$ cat src/dmac_map.svh
// widths, reset values and encodings of the dual multiply accumulate slice
`ifndef DMAC_MAP_SVH
`define DMAC_MAP_SVH

// operand, product, slice sum and accumulator widths
`define DMAC_OPW        18
`define DMAC_PRODW      36
`define DMAC_SUMW       37
`define DMAC_ACCW       52

// reset values
`define DMAC_ACC_RST    52'h0_0000_0000_0000
`define DMAC_SUM_RST    37'h0_0000_0000
`define DMAC_PROD_RST   36'h0_0000_0000
`define DMAC_OP_RST     18'h0_0000
`define DMAC_BIT_RST    1'h0

// mode encodings
`define DMAC_MODE_ACC   1'h0
`define DMAC_MODE_CASC  1'h1

`endif

$ cat src/dmac_pkg.sv
// types shared by the dual multiply accumulate slice
`include "dmac_map.svh"

package dmac_pkg;

  typedef logic signed [`DMAC_OPW-1:0]   dmac_op_t;
  typedef logic signed [`DMAC_PRODW-1:0] dmac_prod_t;
  typedef logic signed [`DMAC_SUMW-1:0]  dmac_sum_t;
  typedef logic signed [`DMAC_ACCW-1:0]  dmac_acc_t;

  // two operand pairs of one slice
  typedef struct packed {
    dmac_op_t first_pair_left_operand;
    dmac_op_t first_pair_right_operand;
    dmac_op_t second_pair_left_operand;
    dmac_op_t second_pair_right_operand;
  } dmac_ops_t;

  // stage and subtract selection of one slice
  typedef struct packed {
    logic in_reg_en;
    logic pipe_reg_en;
    logic subtract;
  } dmac_slice_cfg_t;

  typedef enum logic [0:0] {
    dmac_dual_product_accumulate_mode = `DMAC_MODE_ACC,
    dmac_cascaded_sum_of_products_mode = `DMAC_MODE_CASC
  } dmac_mode_t;

endpackage : dmac_pkg

$ cat src/dmac_top.sv
// dual multiply accumulate slice: accumulate mode and cascaded sum of products
//
// Behaviour
// - accumulate mode: each enabled valid cycle adds both products to the held accumulator, or to zero with acc_clear
// - accumulate mode: input and pipeline stages optional, output register always used
// - a separate accumulator adder adds the slice 0 sum to the held value, its result shown at the output
// - accumulate mode gives an overflow flag taken from a register
// - sum-of-products: first slice adds or subtracts its two products
// - sum-of-products: second slice does likewise with its own subtract select
// - sum-of-products: cascade adder sums both slice results into the output
// - sum-of-products: input, pipeline and output stages each enabled or bypassed
`include "dmac_map.svh"

module dmac_top
(
  input  wire logic                 clk_sys,
  input  wire logic                 sys_rst,
  input  wire dmac_pkg::dmac_mode_t mode,
  input  wire logic                 ce,
  input  wire logic                 in_valid,
  input  wire logic                 acc_clear,
  input  wire logic                 in_reg_en,
  input  wire logic                 pipe_reg_en,
  input  wire logic                 out_reg_en,
  input  wire logic                 subtract_slice0,
  input  wire logic                 subtract_slice1,
  input  wire dmac_pkg::dmac_ops_t  ops_slice0,
  input  wire dmac_pkg::dmac_ops_t  ops_slice1,
  output dmac_pkg::dmac_acc_t       result,
  output logic                      result_valid,
  output logic                      overflow
);

  dmac_pkg::dmac_slice_cfg_t cfg_slice0;
  dmac_pkg::dmac_slice_cfg_t cfg_slice1;
  dmac_pkg::dmac_sum_t       sum_slice0;
  dmac_pkg::dmac_sum_t       sum_slice1;
  logic                      valid_slice0;
  logic                      valid_slice1;
  logic                      acc_mode;
  logic                      acc_step;
  logic                      casc_valid;
  dmac_pkg::dmac_acc_t       casc_sum;
  dmac_pkg::dmac_acc_t       result_q;
  logic                      valid_q;
  logic                      overflow_q;
  logic [`DMAC_ACCW:0]       wide_sum;
  dmac_pkg::dmac_acc_t       next_acc;
  logic                      next_overflow;
  dmac_pkg::dmac_acc_t       acc_base;

  // sign extension of a slice sum to accumulator width
  function automatic dmac_pkg::dmac_acc_t sext_sum(input dmac_pkg::dmac_sum_t s);
    sext_sum = {{(`DMAC_ACCW-`DMAC_SUMW){s[`DMAC_SUMW-1]}}, s};
  endfunction : sext_sum

  // output register in use: always in accumulate mode, by choice in cascade mode
  function automatic logic out_stage_used(input logic acc, input logic reg_en);
    out_stage_used = acc | reg_en;
  endfunction : out_stage_used

  assign acc_mode = (mode == dmac_pkg::dmac_dual_product_accumulate_mode);

  // accumulate mode always adds, so the subtract select of slice 0 is forced off
  always_comb
  begin
    cfg_slice0.in_reg_en   = in_reg_en;
    cfg_slice0.pipe_reg_en = pipe_reg_en;
    cfg_slice0.subtract    = acc_mode ? 1'h0 : subtract_slice0;
    cfg_slice1.in_reg_en   = in_reg_en;
    cfg_slice1.pipe_reg_en = pipe_reg_en;
    cfg_slice1.subtract    = subtract_slice1;
  end

  dmac_slice u_slice0
  (
    .clk_sys   (clk_sys),
    .sys_rst   (sys_rst),
    .ce        (ce),
    .in_valid  (in_valid),
    .ops       (ops_slice0),
    .cfg       (cfg_slice0),
    .sum_out   (sum_slice0),
    .sum_valid (valid_slice0)
  );

  dmac_slice u_slice1
  (
    .clk_sys   (clk_sys),
    .sys_rst   (sys_rst),
    .ce        (ce),
    .in_valid  (in_valid),
    .ops       (ops_slice1),
    .cfg       (cfg_slice1),
    .sum_out   (sum_slice1),
    .sum_valid (valid_slice1)
  );

  // accumulator datapath
  assign acc_step = ce & valid_slice0;
  assign acc_base = acc_clear ? `DMAC_ACC_RST : result_q;

  always_comb
  begin
    wide_sum      = {acc_base[`DMAC_ACCW-1], acc_base}
                    + {sum_slice0[`DMAC_SUMW-1], sext_sum(sum_slice0)};
    next_acc      = wide_sum[`DMAC_ACCW-1:0];
    next_overflow = wide_sum[`DMAC_ACCW] ^ wide_sum[`DMAC_ACCW-1];
  end

  // cascade adder
  assign casc_sum   = sext_sum(sum_slice0) + sext_sum(sum_slice1);
  assign casc_valid = valid_slice0 & valid_slice1;

  // output register, shared by accumulator and cascade output stage
  always_ff @(posedge clk_sys)
  begin
    if (sys_rst)
    begin
      result_q <= `DMAC_ACC_RST;
    end
    else if (acc_mode)
    begin
      if (acc_step)
      begin
        result_q <= next_acc;
      end
      else if (acc_clear)
      begin
        result_q <= `DMAC_ACC_RST;
      end
    end
    else if (ce)
    begin
      result_q <= casc_sum;
    end
  end

  // result valid tracking
  always_ff @(posedge clk_sys)
  begin
    if (sys_rst)
    begin
      valid_q <= `DMAC_BIT_RST;
    end
    else if (acc_mode)
    begin
      valid_q <= acc_step;
    end
    else if (ce)
    begin
      valid_q <= casc_valid;
    end
  end

  // overflow flag, refreshed on each accumulate step
  always_ff @(posedge clk_sys)
  begin
    if (sys_rst)
    begin
      overflow_q <= `DMAC_BIT_RST;
    end
    else if (!acc_mode)
    begin
      overflow_q <= `DMAC_BIT_RST;
    end
    else if (acc_step)
    begin
      overflow_q <= next_overflow;
    end
    else if (acc_clear)
    begin
      overflow_q <= `DMAC_BIT_RST;
    end
  end

  // accumulate mode ignores out_reg_en: output register always in use
  assign result       = out_stage_used(acc_mode, out_reg_en) ? result_q : casc_sum;
  assign result_valid = out_stage_used(acc_mode, out_reg_en) ? valid_q : casc_valid;
  assign overflow     = overflow_q;

endmodule : dmac_top

$ cat src/dmac_slice.sv
// one slice: two multipliers, optional input and pipeline stages, add or subtract
`include "dmac_map.svh"

module dmac_slice
(
  input  wire logic                     clk_sys,
  input  wire logic                     sys_rst,
  input  wire logic                     ce,
  input  wire logic                     in_valid,
  input  wire dmac_pkg::dmac_ops_t      ops,
  input  wire dmac_pkg::dmac_slice_cfg_t cfg,
  output dmac_pkg::dmac_sum_t           sum_out,
  output logic                          sum_valid
);

  dmac_pkg::dmac_ops_t  ops_q;
  dmac_pkg::dmac_ops_t  ops_s;
  logic                 in_valid_q;
  logic                 valid_s;
  dmac_pkg::dmac_prod_t prod_first;
  dmac_pkg::dmac_prod_t prod_second;
  dmac_pkg::dmac_prod_t prod_first_q;
  dmac_pkg::dmac_prod_t prod_second_q;
  logic                 pipe_valid_q;
  dmac_pkg::dmac_prod_t prod_first_s;
  dmac_pkg::dmac_prod_t prod_second_s;
  dmac_pkg::dmac_sum_t  ext_first;
  dmac_pkg::dmac_sum_t  ext_second;

  // input stage
  always_ff @(posedge clk_sys)
  begin
    if (sys_rst)
    begin
      ops_q      <= '0;
      in_valid_q <= `DMAC_BIT_RST;
    end
    else if (ce)
    begin
      ops_q      <= ops;
      in_valid_q <= in_valid;
    end
  end

  assign ops_s   = cfg.in_reg_en ? ops_q : ops;
  assign valid_s = cfg.in_reg_en ? in_valid_q : in_valid;

  // both products of the slice
  assign prod_first  = ops_s.first_pair_left_operand * ops_s.first_pair_right_operand;
  assign prod_second = ops_s.second_pair_left_operand * ops_s.second_pair_right_operand;

  // pipeline stage
  always_ff @(posedge clk_sys)
  begin
    if (sys_rst)
    begin
      prod_first_q  <= `DMAC_PROD_RST;
      prod_second_q <= `DMAC_PROD_RST;
      pipe_valid_q  <= `DMAC_BIT_RST;
    end
    else if (ce)
    begin
      prod_first_q  <= prod_first;
      prod_second_q <= prod_second;
      pipe_valid_q  <= valid_s;
    end
  end

  assign prod_first_s  = cfg.pipe_reg_en ? prod_first_q : prod_first;
  assign prod_second_s = cfg.pipe_reg_en ? prod_second_q : prod_second;
  assign sum_valid     = cfg.pipe_reg_en ? pipe_valid_q : valid_s;

  assign ext_first  = {prod_first_s[`DMAC_PRODW-1], prod_first_s};
  assign ext_second = {prod_second_s[`DMAC_PRODW-1], prod_second_s};

  // product sum never overflows one extra bit
  assign sum_out = cfg.subtract ? (ext_first - ext_second) : (ext_first + ext_second);

endmodule : dmac_slice

$ cat config.mk
export PLATFORM = sky130hd
export DESIGN_NAME = dmac_top
export DESIGN_NICKNAME = d
export VERILOG_FILES = /design/src/dmac_pkg.sv /design/src/dmac_top.sv /design/src/dmac_slice.sv
export VERILOG_INCLUDE_DIRS = /design/src
export SDC_FILE = /design/constraint.sdc
export NUM_CORES = 2
export LEC_CHECK = 0
export BUFFER_PORTS_ARGS = -buffer_cell sky130_fd_sc_hd__clkbuf_2
export CAP_MARGIN = 15
export CELL_PAD_IN_SITES_DETAIL_PLACEMENT = 1
export CELL_PAD_IN_SITES_GLOBAL_PLACEMENT = 2
export CORE_MARGIN = 2
export CORE_UTILIZATION = 41
export CTS_CLUSTER_SIZE = 16
export DETAILED_ROUTE_END_ITERATION = 10
export GPL_TIMING_DRIVEN = 0
export MAX_ROUTING_LAYER = met4
export PLACE_DENSITY = 0.9
export SYNTH_ARGS = -nofsm -noshare
export SYNTH_HDL_FRONTEND = slang
export SYNTH_SLANG_ARGS = --single-unit
$ cat constraint.sdc
create_clock -name clk_sys -period 18.8 [get_ports clk_sys]
set_input_delay 2.82 -clock clk_sys [delete_from_list [all_inputs] [get_ports clk_sys]]
set_output_delay 2.82 -clock clk_sys [all_outputs]
set_load 0.02 [all_outputs]
* Word-level counts from Yosys, hierarchy flattened *
Index checks and enable logic that the tools add are counted.

operators by class
  add/subtract/negate cells = 6
  multipliers = 4
  equal/unequal tests = 1
  mux-type cells = 21
  bitwise gates (word level) = 4
  reductions and logical operators = 2

operators with widths
  kind                  count
  $mux W52              5
  $mul A18 B18 Y36      4
  $mux W36              4
  $mux W72              2
  $add A36 B36 Y37      2
  $mux W37              2
  $sub A36 B36 Y37      2
  $add A52 B37 Y53      1
  $add A37 B37 Y38      1
  $mux W1               8
  $ne A2 B1 Y1 const B  1
  $reduce_bool A2 Y1    1
  $reduce_or A2 Y1      1
  $and A1 B1 Y1         1
  $not A1 Y1            1
  $or A1 B1 Y1          1
  $xor A1 B1 Y1         1

word-level totals
  flip-flop bits (word level) = 344
  output and inout bits = 54
  word-level logic and storage cells = 55

* Longest topological paths before layout *
  depth after elaboration = 8
  depth in mapped cells = 58
  gate-level depth less buffers = 54

* Modules after synthesis *
A second synthesis with hierarchy kept.

second synthesis, totals
  cells, all modules = 8905
  area, all modules = 75603.8 µm²

by module, submodules not included
  module                 instances  cells an instance  area an instance (µm²)
  dmac_slice (u_slice0)  1          3900               33957.6
  dmac_slice (u_slice1)  1          3832               33577.2
  dmac_top               1          1173               8069.0

* Least setup slack after synthesis *
Ideal clock, no wire load.

  path type = in2out
  from = input in_reg_en
  to = output result[38]
  data arrival time = 14283 ps
  data required time = 15980 ps
  slack = 1697 ps
  cell stages on the path = 47
  cell sequence = clkbuf_1 > buf_1 > buf_1 > buf_1 > mux2i_1 > nor2_1 > fa_1 > inv_1 > fa_1 > inv_1 > ha_1 > fa_1 > inv_1 > fa_1 > fa_1 > inv_1 > ha_1 > o211ai_1 > [... 11 more ...] > a311oi_1 > a21oi_1 > o21bai_1 > a21oi_1 > xnor2_1 > ha_1 > a21oi_1 > o221ai_1 > a21oi_1 > nor2_1 > a21oi_1 > a31oi_1 > a41oi_1 > a21oi_1 > and2_1 > o311a_1 > clkbuf_1 > nor2_1

on the way
  word-level cells in the longest chain between the ends = 7
  elaborated cells between the ends (all ways) = 18
  classes of those cells = 5 x add/sub; 4 x mul; 9 x mux

RTL lines
  element                                                      line                                text
  from (decl)                                                  dmac_top.sv:22                      input wire logic in_reg_en,
  $mux W72                                                     dmac_slice.sv:45                    assign ops_s = cfg.in_reg_en ? ops_q : ops;
  $mul A18 B18 Y36 (on tied branches)                          dmac_slice.sv:49, dmac_slice.sv:50
  $mux W36 (on tied branches)                                  dmac_slice.sv:69, dmac_slice.sv:70
  $add A36 B36 Y37 / $sub A36 B36 Y37 (equally long branches)  dmac_slice.sv:77                    assign sum_out = cfg.subtract ? (ext_first - ext_second) : (ext_first + ext_second);
  $mux W37                                                     dmac_slice.sv:77
  $add A37 B37 Y38 *                                           dmac_top.sv:112                     assign casc_sum = sext_sum(sum_slice0) + sext_sum(sum_slice1);
  $mux W52 *                                                   dmac_top.sv:178                     assign result = out_stage_used(acc_mode, out_reg_en) ? result_q : casc_sum;
  to (decl)                                                    dmac_top.sv:29                      output dmac_pkg::dmac_acc_t result,

Every way passes the cells marked *; elsewhere a longest branch is shown, timed or not.

* Final worst setup path *
  from = input in_reg_en
  to = output result[46]

The elaborated chain is that of the path after synthesis.

==> metrics.txt <==
Synth Area per Inst around 8.5 µm²; number of enable flip-flop cells after synthesis 0; Post-Syn Instances 8591; post-DP HPWL approximately 250 mm; placed cell area 78100 µm²; Slew Limit Fails 0; worst-path maximum fanout 11; final clock skew 0.0300 ns; Syn Std Cell Area 73400 µm²; first-pass GRT wire length ~440 mm; # clock sinks 344; H-Tree Depth 2; Min-Delay Path Class register to register; grt total ovfl 0; post-DR wirelength/cell 26.0 µm; initial core utilization 41.2%; Rel. slew slack a little under a tenth; kind of critical path input pin to primary output; Port Buf Inserts 207; Primary FF master, synth dfxtp_1; row count 155; post-synthesis sequential area ratio 9.38%; Syn Nets 10.6k; vias in the first global route around 69k; run status complete, no violations; DR iter-0 viols 5221; layout cells sized above 1 8.46%; final hold violation count 0; Die X 427 µm; Arr. time, crit path approximately 16 ns; Max-cap violations 0; cts hold-fix bufs 0; Design Area, Final just over 80000 µm²; Crit. End Element primary output; CP Launch Type input pin; CTS tree built; fraction of registers with async set/reset 0%; GP Congestion 0.982; crit share post-route 97.5%; largest net degree at the start of global routing 14; Core ar. 178000 µm²; All-Layer GR Usage 33.2%; final net count 10.9k; post-route minimum period 18.33 ns; # DRC 0; die height 427 µm; TritonRoute pass-1 iters 6; Fmax achieved around 55 MHz; final setup fails 0; vias per cell 5.65; CTS clk-pin slew, worst paths 0.06 ns; Detailed Route WL between 200 and 300 mm; synthesis warning total 0; Max Root-Sink Buffers 3; Tightest Pin Transition 1.36 ns; CP max stage cell xnor2_1; clock latency on the worst-skew pair between 0.7 and 0.8 ns; Yosys cell types 87; Required @ worst endpoint 15.98 ns; full die area 182000 µm²; Layout area overhead 10.3%; CTS buffer count 51; Root Driver clkbuf_16; initial antenna violation count 3; Yosys reg bits 344; slowest stage delay, CP 0.66 ns; I/O Pins ~210; Detail Route Antenna Nets 0; via count 63.8k
==> path summary, 6_finish.rpt <==
kind         slack (ns)  cells after the start                          to                        from
min reg2reg        0.47                      2  u_slice0.prod_second_q[17]  u_slice0.prod_second_q[17]
min                0.47                      2  u_slice0.prod_second_q[17]  u_slice0.prod_second_q[17]
max reg2reg        5.11                     53                result_q[51]          u_slice0.ops_q[11]
max                0.47                     50                  result[46]                   in_reg_en
==> metal layers <==
layer  wire length (µm)  part of all wire (%)  track usage, %  vias to the layer above
met1             124000                    42            42.7                    33400
met4              14600                   5.0            14.2                        0
li1                   -                     -               -                    27800
met2             137000                    46            52.9                     2220
met3              19300                   6.6            4.04                      451
met5                  0                     0               -                        -
==> area by class of cell <==
class,count,area (µm²)
fill,21200,97300
inverter,1455,5460
clock buffer,74,1570
buffer,320,1450
clock inverter,17,213
multi-input combinational,6464,60600
timing repair buffer,274,1860
tap,2355,2950
sequential,344,6890
antenna,2,5.00
==> critical path, delay by kind of cell <==
kind	cells	cell delay, ns
buffers and inverters	10	1.95
xor gates and xnor gates	3	1.17
adders and majority gates	9	3.90
muxes	1	0.41
and+or+nand+nor	11	1.72
AOI/OAI and AO/OA	16	3.48
==> metrics by stage <==
step                setup slack [ns]  hold slack, ns  std cells  setup TNS (ns)  util, %
floorplan                       1.70           0.436       8591               0        -
global placement               -4.57           0.445      11200         -180.08     43.4
detailed placement             -2.08           0.463      11200          -46.18     43.8
CTS                           0.0124           0.473      11300               0     45.1
global route                 -0.0271           0.491      11300         -0.0271     45.4
finish                         0.467           0.471      11300               0     45.4
==> state kept, by name, indices dropped and copies added, names as in the netlist <==
signal / flops
u_slice0.ops_q: 72
u_slice1.ops_q: 72
result_q: 52
u_slice0.prod_first_q: 36
u_slice0.prod_second_q: 36
u_slice1.prod_first_q: 36
u_slice1.prod_second_q: 36
overflow: 1
u_slice0.in_valid_q: 1
u_slice1.pipe_valid_q: 1
valid_q: 1
==> cells by family (layout without fill, tap and decap cells) <==
group,count (synthesis),count (layout),share of synthesized area (%)
xor+xnor,338,338,4.03
other cells,0,2,0
simple gates,2673,2673,15.4
buf+inv,1783,2140,9.14
flops,344,344,9.38
compound gates,1076,1076,9.54
fa+ha+maj,1847,1847,45.0
mux,530,530,7.50
==> placed cells by master (no fill, tap or decap), types with 18 or more instances in the layout <==
cell / Yosys / routed
inv_1: 1453 / 1453
fa_1: 1320 / 1320
nor2_1: 1063 / 1062
nand2_1: 1060 / 1060
ha_1: 527 / 524
dfxtp_1: 344 / 344
mux2i_1: 371 / 315
a21oi_1: 263 / 259
o21ai_0: 263 / 258
clkbuf_2: 0 / 240
xnor2_1: 215 / 206
clkbuf_1: 243 / 199
mux2_2: 159 / 153
xor2_1: 123 / 117
nor2b_1: 109 / 108
a21o_1: 107 / 107
nor3_1: 85 / 84
o21a_1: 85 / 84
nand3_1: 73 / 73
nand2b_1: 65 / 65
a211oi_1: 64 / 61
clkbuf_16: 0 / 53
buf_1: 76 / 52
and2_1: 47 / 47
buf_4: 0 / 36
a31oi_1: 35 / 35
mux2i_2: 0 / 35
o21bai_1: 34 / 34
and3_1: 34 / 33
or2_2: 32 / 32
or3_1: 29 / 29
nand4_1: 25 / 25
o211ai_1: 24 / 24
mux2i_4: 0 / 21
a211o_1: 20 / 20
buf_6: 0 / 18
==> cells in the mapped netlist, drive strengths merged, types with 8 or more instances <==
library cell | number | area (µm²)
o311a | 15 | 150
dfxtp | 344 | 6890
and3 | 36 | 235
nand2 | 1060 | 3980
a31oi | 35 | 219
nor4 | 17 | 113
nand3 | 74 | 375
nor2 | 1063 | 3990
buf | 85 | 330
nor2b | 109 | 682
or2 | 33 | 206
o21a | 85 | 638
a21oi | 264 | 1330
mux2 | 159 | 1790
ha | 527 | 6590
nor3 | 86 | 435
and2 | 47 | 294
or3 | 29 | 181
a31o | 10 | 87.6
nand2b | 65 | 407
a211o | 20 | 175
mux2i | 371 | 3710
a211oi | 64 | 480
inv | 1454 | 5460
a41oi | 12 | 105
a221oi | 11 | 103
xnor2 | 215 | 1880
a2111oi | 8 | 71.3
o41ai | 9 | 97.6
o21ai | 268 | 1350
a21o | 107 | 803
o211ai | 24 | 180
a21boi | 17 | 128
fa | 1320 | 26400
clkbuf | 243 | 912
o31ai | 16 | 120
xor2 | 123 | 1080
nand4 | 26 | 178
o21bai | 34 | 255
==> what timing repair did <==
action | CTS | global route
setup endpoints to repair | 33 | 26
pin swaps | 3 | 7
gates resized for setup | 109 | 153
setup buffers | 3 | 6
Power is left out: the tool's default activity adds up to more than one toggle a clock period on the data nets, which glitch-free logic cannot reach.
